===== src/verilog/bsc_pkg.sv =====
// Purpose: constants for the carry, shift and test-condition control
// Assumes: one 40 MHz clock, classic Wishbone slave, 16-bit datapath
// Notes: carries and shift lines in the datapath are active low
//
// Contract
// - word-select field steers shift mux and makes both active-low byte selects.
// - low left select stops right-byte clock; low right select stops left-byte clock.
// - carry bit 0 means carry-in or one-fill; 1 means none or zero-fill.
// - carry bit feeds right byte directly; left byte via word look-ahead.
// - function 00111 plus select bit is a one-bit right shift of T or AC.
// - shift code decoded into a flag that zeroes both byte carry muxes.
// - slice shift outputs drive only while a right shift is commanded.
// - right-byte-only op forces left carry mux to pass the right carry.
// - right-byte test equals right generate and (right propagate or carry bit).
// - without shift command the selected shift output reads 0.
// - third word stage gets fixed 1 and shift output; test = shift or stage-two carry.
// - test flop captures the condition each microcycle and feeds branching.
// - left-byte-only op forces right carry mux so carry bit reaches left byte.
// - left-byte test equals left generate and (left propagate or carry bit).
// - full word: both selects high; left carry-in from right terms and carry bit.
// - full word: third stage passes stage-two carry; test from left terms.
// - each right shift moves one bit; low bit out, high bit from shift input.
// - zero mask gives plain right shift; nonzero mask gives masked shift.
// - each byte look-ahead forms three inter-slice carries from cin, x, y.
// - conditional-clock bit stops register clocks, only test flop updates.

package bsc_pkg;
    localparam int DATA_W = 16;
    localparam int SLICES = 8;
    localparam logic [1:0] WS_WORD = 2'h0;
    localparam logic [1:0] WS_WORD_SHIFT = 2'h1;
    localparam logic [1:0] WS_LEFT = 2'h2;
    localparam logic [1:0] WS_RIGHT = 2'h3;
    localparam logic [4:0] FN_SHIFT = 5'h07;
    localparam logic [7:0] ADR_AC = 8'h00;
    localparam logic [7:0] ADR_T = 8'h04;
    localparam logic [7:0] ADR_STATUS = 8'h08;
    localparam logic [7:0] ADR_CTRL = 8'h0C;
    localparam int ST_TEST = 0;
    localparam int ST_SHIFT = 1;
    localparam int ST_RSEL_N = 2;
    localparam int ST_LSEL_N = 3;
    localparam int ST_COND_N = 4;
    localparam int CTRL_HOLD = 0;
    localparam logic CTRL_RESET = 1'b0;
    localparam logic [15:0] REG_RESET = 16'h0000;
endpackage


===== src/verilog/bsc_lookahead.sv =====
// Purpose: four-stage look-ahead carry generator, active-low carries
// Assumes: x and y active high from the stages, cin_n active low
// Notes: group outputs ignore cin_n, so cascades route cin_n to each

`timescale 1ns/1ps

module bsc_lookahead
(
    input wire logic [3:0] x_i,
    input wire logic [3:0] y_i,
    input wire logic cin_n_i,
    output logic [2:0] c_n_o,
    output logic gx_o,
    output logic gy_o
);
    // stage carries chain through each other; pure logic
    assign c_n_o[0] = y_i[0] & (x_i[0] | cin_n_i);
    assign c_n_o[1] = y_i[1] & (x_i[1] | c_n_o[0]);
    assign c_n_o[2] = y_i[2] & (x_i[2] | c_n_o[1]);
    assign gx_o = |x_i;
    assign gy_o = y_i[3] & (x_i[3] | (x_i[2] & y_i[2]) | (x_i[1] & y_i[1] & y_i[2])
                  | (y_i[0] & y_i[1] & y_i[2]));
endmodule


===== src/verilog/bsc_top.sv =====
// Purpose: byte/word carry, shift and test control around 2-bit slices
// Assumes: microinstruction fields come from logic on clk_i, held per step
// Notes: step_i marks the microcycle edge; software sees AC, T, status
//
// Implementation choices: the Wishbone register port and the placing of the registers.

`timescale 1ns/1ps

module bsc_top
(
    input wire logic clk_i,
    input wire logic rst_i,
    input wire logic step_i,
    input wire logic cond_clock_i,
    input wire logic [6:0] func_i,
    input wire logic [1:0] word_sel_i,
    input wire logic carry_bit_i,
    input wire logic [15:0] mask_i,
    input wire logic wb_cyc_i,
    input wire logic wb_stb_i,
    input wire logic wb_we_i,
    input wire logic [7:0] wb_adr_i,
    input wire logic [3:0] wb_sel_i,
    input wire logic [31:0] wb_dat_i,
    output logic [31:0] wb_dat_o,
    output logic wb_ack_o,
    output logic test_flop_q_o
);
    localparam int W = bsc_pkg::DATA_W;
    localparam int NS = bsc_pkg::SLICES;

    logic [W-1:0] ac_r;
    logic [W-1:0] ac_nxt;
    logic [W-1:0] t_r;
    logic [W-1:0] t_nxt;
    logic hold_r;
    logic ack_r;
    logic [31:0] dat_r;
    logic test_r;

    // microinstruction decode
    wire shift_command_flag;
    wire left_half_select_n;
    wire right_half_select_n;
    wire sel_ac;
    wire mask_zero;
    // 0 on the fill bit means one-fill, active-low line
    assign shift_command_flag = (func_i[6:2] == bsc_pkg::FN_SHIFT);
    assign sel_ac = func_i[0];
    assign left_half_select_n = (word_sel_i != bsc_pkg::WS_LEFT);
    assign right_half_select_n = (word_sel_i != bsc_pkg::WS_RIGHT);
    assign mask_zero = (mask_i == '0);

    // slice datapath
    wire [W-1:0] opnd;
    wire [W-1:0] shift_src;
    wire [NS-1:0] x_s;
    wire [NS-1:0] y_s;
    wire [NS-1:0] cin_n_s;
    wire [NS-1:0] slice_shift_out_n;
    wire [NS-1:0] slice_shift_in_n;
    wire [NS-1:0] slice_shift_oe;
    wire [W-1:0] res;
    wire [2:0] rc_n;
    wire [2:0] lc_n;
    wire [2:0] wc_n;
    wire right_half_propagate;
    wire right_half_generate;
    wire left_half_propagate;
    wire left_half_generate;
    wire right_propagate_muxed;
    wire right_generate_muxed;
    wire left_propagate_muxed;
    wire left_generate_muxed;
    wire left_half_carry_in_n;
    wire test_condition_n;
    wire selected_shift_out;
    wire right_half_shift_out_n;
    wire left_half_shift_out_n;
    wire right_left_in_n;

    assign opnd = sel_ac ? ac_r : t_r;
    // masked shift combines the mask before shifting
    assign shift_src = mask_zero ? opnd : (opnd & mask_i);

    genvar i;
    generate
        for (i = 0; i < NS; i++)
        begin : g_slice
            wire [1:0] a;
            wire [1:0] b;
            wire [2:0] sum;
            wire [2:0] raw;
            assign a = opnd[2*i+1:2*i];
            assign b = mask_i[2*i+1:2*i];
            assign raw = {1'b0, a} + {1'b0, b};
            assign sum = raw + {2'b00, ~cin_n_s[i]};
            // active-high x/y mean "no propagate" and "no generate"
            assign y_s[i] = ~raw[2];
            assign x_s[i] = ~(&(a | b));
            // shift out only drives during a shift, else pulled high
            assign slice_shift_oe[i] = shift_command_flag;
            assign slice_shift_out_n[i] = slice_shift_oe[i] ? ~shift_src[2*i] : 1'b1;
            // one bit per step: low bit out, high bit from shift
            assign res[2*i+1:2*i] = shift_command_flag
                ? {~slice_shift_in_n[i], shift_src[2*i+1]} : sum[1:0];
            if ((i % 4) == 3)
            begin : g_top
                // byte msb input: fill bit for left, mux output for right
                assign slice_shift_in_n[i] = (i == NS-1) ? carry_bit_i : right_left_in_n;
            end
            else
            begin : g_mid
                assign slice_shift_in_n[i] = slice_shift_out_n[i+1];
            end
            if ((i % 4) == 0)
            begin : g_lsb
                // carry bit direct to right byte, left via word stage
                assign cin_n_s[i] = (i == 0) ? carry_bit_i : left_half_carry_in_n;
            end
            else
            begin : g_ic
                assign cin_n_s[i] = (i < 4) ? rc_n[(i%4)-1] : lc_n[(i%4)-1];
            end
        end
    endgenerate

    // byte look-ahead generators
    bsc_lookahead u_right
    (
        .x_i(x_s[3:0]),
        .y_i(y_s[3:0]),
        .cin_n_i(carry_bit_i),
        .c_n_o(rc_n),
        .gx_o(right_half_propagate),
        .gy_o(right_half_generate)
    );

    bsc_lookahead u_left
    (
        .x_i(x_s[7:4]),
        .y_i(y_s[7:4]),
        .cin_n_i(left_half_carry_in_n),
        .c_n_o(lc_n),
        .gx_o(left_half_propagate),
        .gy_o(left_half_generate)
    );

    // carry muxes: forced to pass-through for single-byte ops, zero on shift
    assign right_propagate_muxed = shift_command_flag ? 1'b0
        : (!left_half_select_n ? 1'b0 : right_half_propagate);
    assign right_generate_muxed = shift_command_flag ? 1'b0
        : (!left_half_select_n ? 1'b1 : right_half_generate);
    assign left_propagate_muxed = shift_command_flag ? 1'b0
        : (!right_half_select_n ? 1'b0 : left_half_propagate);
    assign left_generate_muxed = shift_command_flag ? 1'b0
        : (!right_half_select_n ? 1'b1 : left_half_generate);

    // right shift mux
    assign right_half_shift_out_n = slice_shift_out_n[0];
    assign left_half_shift_out_n = slice_shift_out_n[4];
    assign right_left_in_n = (word_sel_i == bsc_pkg::WS_RIGHT)
        ? carry_bit_i : left_half_shift_out_n;
    assign selected_shift_out = (word_sel_i == bsc_pkg::WS_LEFT)
        ? ~left_half_shift_out_n : ~right_half_shift_out_n;

    // word stage: byte link, and fixed 1 with shift output on stage three
    bsc_lookahead u_word
    (
        .x_i({1'b0, selected_shift_out, left_propagate_muxed, right_propagate_muxed}),
        .y_i({1'b1, 1'b1, left_generate_muxed, right_generate_muxed}),
        .cin_n_i(carry_bit_i),
        .c_n_o(wc_n),
        .gx_o(),
        .gy_o()
    );
    assign left_half_carry_in_n = wc_n[0];
    assign test_condition_n = wc_n[2];

    // byte clock gating; register writes only on the byte's enabled step
    wire step_en;
    wire right_half_clock_en;
    wire left_half_clock_en;
    assign step_en = step_i & ~hold_r;
    assign right_half_clock_en = step_en & left_half_select_n & ~cond_clock_i;
    assign left_half_clock_en = step_en & right_half_select_n & ~cond_clock_i;

    // wishbone decode; one-cycle answer, unmapped reads zero
    wire req;
    wire wr;
    wire hit_ac;
    wire hit_t;
    wire hit_st;
    wire hit_ctl;
    wire [7:0] wr_lane_lo;
    wire [31:0] status_word;
    wire [31:0] rd_data;
    assign req = wb_cyc_i & wb_stb_i & ~ack_r;
    // writes land on the edge that samples ack, while the master still holds
    assign wr = wb_cyc_i & wb_stb_i & wb_we_i & ack_r;
    assign hit_ac = (wb_adr_i == bsc_pkg::ADR_AC);
    assign hit_t = (wb_adr_i == bsc_pkg::ADR_T);
    assign hit_st = (wb_adr_i == bsc_pkg::ADR_STATUS);
    assign hit_ctl = (wb_adr_i == bsc_pkg::ADR_CTRL);
    assign wr_lane_lo = wb_dat_i[7:0];

    assign status_word = {27'h0000000, cond_clock_i ? 1'b0 : 1'b1,
        left_half_select_n, right_half_select_n, shift_command_flag, test_r};
    assign rd_data = hit_ac ? {16'h0000, ac_r}
        : hit_t ? {16'h0000, t_r}
        : hit_st ? status_word
        : hit_ctl ? {31'h00000000, hold_r}
        : 32'h00000000;

    // bus writes win over a datapath step in the same cycle
    assign ac_nxt[7:0] = (wr & hit_ac & wb_sel_i[0]) ? wr_lane_lo
        : (right_half_clock_en & sel_ac) ? res[7:0] : ac_r[7:0];
    assign ac_nxt[15:8] = (wr & hit_ac & wb_sel_i[1]) ? wb_dat_i[15:8]
        : (left_half_clock_en & sel_ac) ? res[15:8] : ac_r[15:8];
    assign t_nxt[7:0] = (wr & hit_t & wb_sel_i[0]) ? wr_lane_lo
        : (right_half_clock_en & ~sel_ac) ? res[7:0] : t_r[7:0];
    assign t_nxt[15:8] = (wr & hit_t & wb_sel_i[1]) ? wb_dat_i[15:8]
        : (left_half_clock_en & ~sel_ac) ? res[15:8] : t_r[15:8];

    // only these registers hold state
    always_ff @(posedge clk_i)
    begin
        if (rst_i)
        begin
            ac_r <= bsc_pkg::REG_RESET;
            t_r <= bsc_pkg::REG_RESET;
            hold_r <= bsc_pkg::CTRL_RESET;
            ack_r <= 1'b0;
            dat_r <= 32'h00000000;
            test_r <= 1'b0;
        end
        else
        begin
            ac_r <= ac_nxt;
            t_r <= t_nxt;
            ack_r <= req;
            if (req)
            begin
                dat_r <= rd_data;
            end
            if (wr & hit_ctl & wb_sel_i[0])
            begin
                hold_r <= wb_dat_i[bsc_pkg::CTRL_HOLD];
            end
            // test flop is clocked even when cond_clock_i inhibits register clocks; hold_r stops it too
            if (step_en)
            begin
                test_r <= ~test_condition_n;
            end
        end
    end

    assign wb_ack_o = ack_r;
    assign wb_dat_o = dat_r;
    assign test_flop_q_o = test_r;
endmodule


===== config.mk =====
export PLATFORM = sky130hd
export DESIGN_NAME = bsc_top
export DESIGN_NICKNAME = d
export VERILOG_FILES = /design/src/verilog/bsc_pkg.sv /design/src/verilog/bsc_lookahead.sv /design/src/verilog/bsc_top.sv
export SDC_FILE = /design/constraint.sdc
export NUM_CORES = 1
export LEC_CHECK = 0
export ABC_AREA = 1
export BUFFER_PORTS_ARGS = -buffer_cell sky130_fd_sc_hd__buf_2
export CAP_MARGIN = 20
export CORE_ASPECT_RATIO = 1.25
export CORE_MARGIN = 5
export CORE_UTILIZATION = 44
export CTS_BUF_LIST = sky130_fd_sc_hd__clkbuf_16
export DETAILED_ROUTE_END_ITERATION = 16
export GPL_ROUTABILITY_DRIVEN = 0
export PLACE_DENSITY = 0.68
export SLEW_MARGIN = 40
export SYNTH_ARGS = -nofsm -noshare
export SYNTH_HDL_FRONTEND = slang
export SYNTH_SLANG_ARGS = --single-unit
export TNS_END_PERCENT = 20

===== constraint.sdc =====
create_clock -name clk_i -period 4.5 [get_ports clk_i]
set_clock_uncertainty 0.15 [all_clocks]
set_input_delay 0.675 -clock clk_i [delete_from_list [all_inputs] [get_ports clk_i]]
set_output_delay 0.675 -clock clk_i [all_outputs]
set_load 0.1 [all_outputs]

==> results.ini <==
[power_and_ir_drop]
p_leak_nw=2.65
seq_power_share=0.369
power_density_nw_per_um2=261
p_int_mw=0.812
p_sw_mw=0.514
p_comb_frac=0.350
ir_worst_vdd_mv=0.138
sw_frac_of_total=0.388
clockPowerShare=0.281

[cells_and_area]
stdcell_count=867
antennaDiodeCount=0
final_area_um2=5090
nets=862
area_growth_pct=10.8
final_util=0.501
drive_gt1_frac=0.184

[place]
preCtsSetupSlack_ns=0.478
placed_cell_area_um2=4950
dp.final_hpwl_um=9690
placed_cells=859
portBuffers=75

[drt]
ant_nets=0
drc_errors=0
wl_per_cell_um=14.2
vias=4409
vias_per_cell=5.09
routed_wl_um=12300
drt_iter0_markers=278
dr.pass1.iters=6

[floorplanning]
die_w_um=101
start_util=0.452
num_io_pins=111
core_um2=10200
rows=41
dieArea_um2=12600
die_y_um=124

[run_status]
outcome=finished clean

[clock_network]
cts_tree=built
ctsHoldBuffers=0
clock_latency_ns=0.30
clockBufferDepth=2
cts_made_buffers=5
cts.sinks=51
cts-resized-gates=0
cts_max_level=2
clk_pin_slew_worst_paths_ns=0.07
post_cts_buffers=0
root_buffer=clkbuf_16

[timing]
rsz0062_at_grt=no
tightest_slew_ns=0.757
fmax_mhz=266
slew_violations=0
hold_violations=0
setup_tns_ns=0
slew-limit-headroom=0.490
fin_crit_ns=3.76
fin_crit_sh=0.836
timing.final.ws_setup_ns=0.736
finalSetupViolCount=0

[synthesis]
synth-edff-count=0
synthArstFlopShare=0
yosysWarnings=0
synth_common_cells=172 x nand2_1, 101 x inv_1, 51 x dfxtp_1
synthDistinctLibCells=44
yosysMostFrequentCell=nand2_1
syn_inst=677
yosysSeqAreaShare=0.222
ys_top_cells_by_area=dfxtp_1 22%, nand2_1 14%, ha_1 11%, inv_1 8.3%, o211ai_1 4.6%
synthFlopType=dfxtp_1
synth_area_leader_cell=dfxtp_1
postSynthAreaPerCell_um2=6.78
syn-cell-area_um2=4590
ys_seq_elements=51
netlist.area_leader.share=0.222

[global_routing]
gr-total-overflow=0
antenna_found_initial=0
grt_max_degree=37
grt_pass1_wl_um=20600
grt_usage=0.198
first_global_vias=4329

[setup_path]
required_ns=4.54
r2r_slack_ns=1.22
critPathLaunchType=input port
crit_type=input port to flop
worst_setup_path_end_kind=flop
arrival_ns=3.81
r2r_cells=21
crit_path_max_fanout=27

[min_path]
holdPathStages=1
hold_path_class=flop to flop

[run]
maxCapViolCount=0

==> stage by stage <==
stage               hold slack [ns]  power, mW
finish                        0.345       1.33
global route                  0.383       1.40
CTS                           0.351       1.33
detailed placement            0.334      0.960
global placement              0.324      0.949
floorplan                     0.327      0.862
==> area by class of cell <==
cell class | instances | area (um^2)
fillers | 1012 | 5070
multi-input cells | 493 | 2960
flip-flops and latches | 51 | 1020
inverters | 110 | 429
repair buffers | 76 | 383
well taps | 129 | 161
clock buffers | 5 | 125
clock inverters | 3 | 12.5
==> logic make-up (layout without fill, tap and decap cells) <==
logic type	after synthesis	after routing	share of synthesized area
AO/OA/AOI/OAI	120	120	0.168
XOR/XNOR	7	7	0.0133
adder cells (fa/ha/maj)	48	48	0.144
buffers and inverters	148	194	0.147
flip-flops	51	51	0.222
other	1	16	0.000816
AND/OR/NAND/NOR	302	302	0.305
==> path summary, 6_finish.rpt <==
check / from / to
min reg2reg: wb_ack_o$_SDFF_PP0_ / wb_ack_o$_SDFF_PP0_
min: wb_ack_o$_SDFF_PP0_ / wb_ack_o$_SDFF_PP0_
max reg2reg: t_r[5]$_SDFFE_PP0P_ / t_r[15]$_SDFFE_PP0P_
max: func_i[0] / t_r[15]$_SDFFE_PP0P_
==> state kept, by name (all words and copies together) (netlist names) <==
signal,flops
hold_r,1
wb_ack_o,1
test_flop_q_o,1
wb_dat_o,16
ac_r,16
t_r,16
==> power by group through the flow <==
| stage | registers, mW | logic, mW | clock network [mW] |
|---|---|---|---|
| 6_report | 0.489 | 0.464 | 0.373 |
| 5_1_grt | 0.492 | 0.512 | 0.394 |
| 4_1_cts | 0.489 | 0.464 | 0.378 |
| 3_5_place_dp | 0.499 | 0.461 | 0 |
| 3_3_place_gp | 0.499 | 0.450 | 0 |
| 2_1_floorplan | 0.565 | 0.297 | 0 |
==> layer usage <==
layer  part of all wire  track usage  vias up
met2               0.49        0.329      150
li1                   -            -     2232
met3              0.073       0.0241       12
met4              0.018       0.0571        0
met5                  0            0        -
met1               0.42        0.265     2015
==> worst max-delay path, cell delays in order <==
cell,delay (ns)
buf_2,0.44
nand2_1,0.12
o21ai_1,0.22
inv_1,0.09
ha_1,0.22
inv_1,0.07
fa_1,0.21
inv_1,0.05
nor2_1,0.11
nand2_1,0.07
nand3_1,0.07
nand2_1,0.06
nand2_1,0.06
nand3_1,0.15
nand2_1,0.14
nand2_1,0.05
nand2_1,0.07
o21ai_1,0.06
ha_1,0.21
xnor2_1,0.12
nand2_1,0.06
o21ai_0,0.15
nand2_1,0.11
nand3_1,0.07
nand2_1,0.07
inv_1,0.06
==> placed cells by master, fill, tap and decap left out, types with 6 or more instances in the layout <==
| cell | n |
|---|---|
| nand2_1 | 172 |
| inv_1 | 102 |
| buf_2 | 75 |
| dfxtp_1 | 51 |
| nor2_1 | 42 |
| ha_1 | 40 |
| nand3_1 | 39 |
| o21ai_0 | 32 |
| o211ai_1 | 28 |
| a21oi_1 | 20 |
| conb_1 | 16 |
| o21a_1 | 13 |
| or2_2 | 9 |
| o21ai_1 | 9 |
| fa_1 | 8 |
| nor2_2 | 7 |
| nor2_4 | 6 |
(Power assumes the default switching activity.)
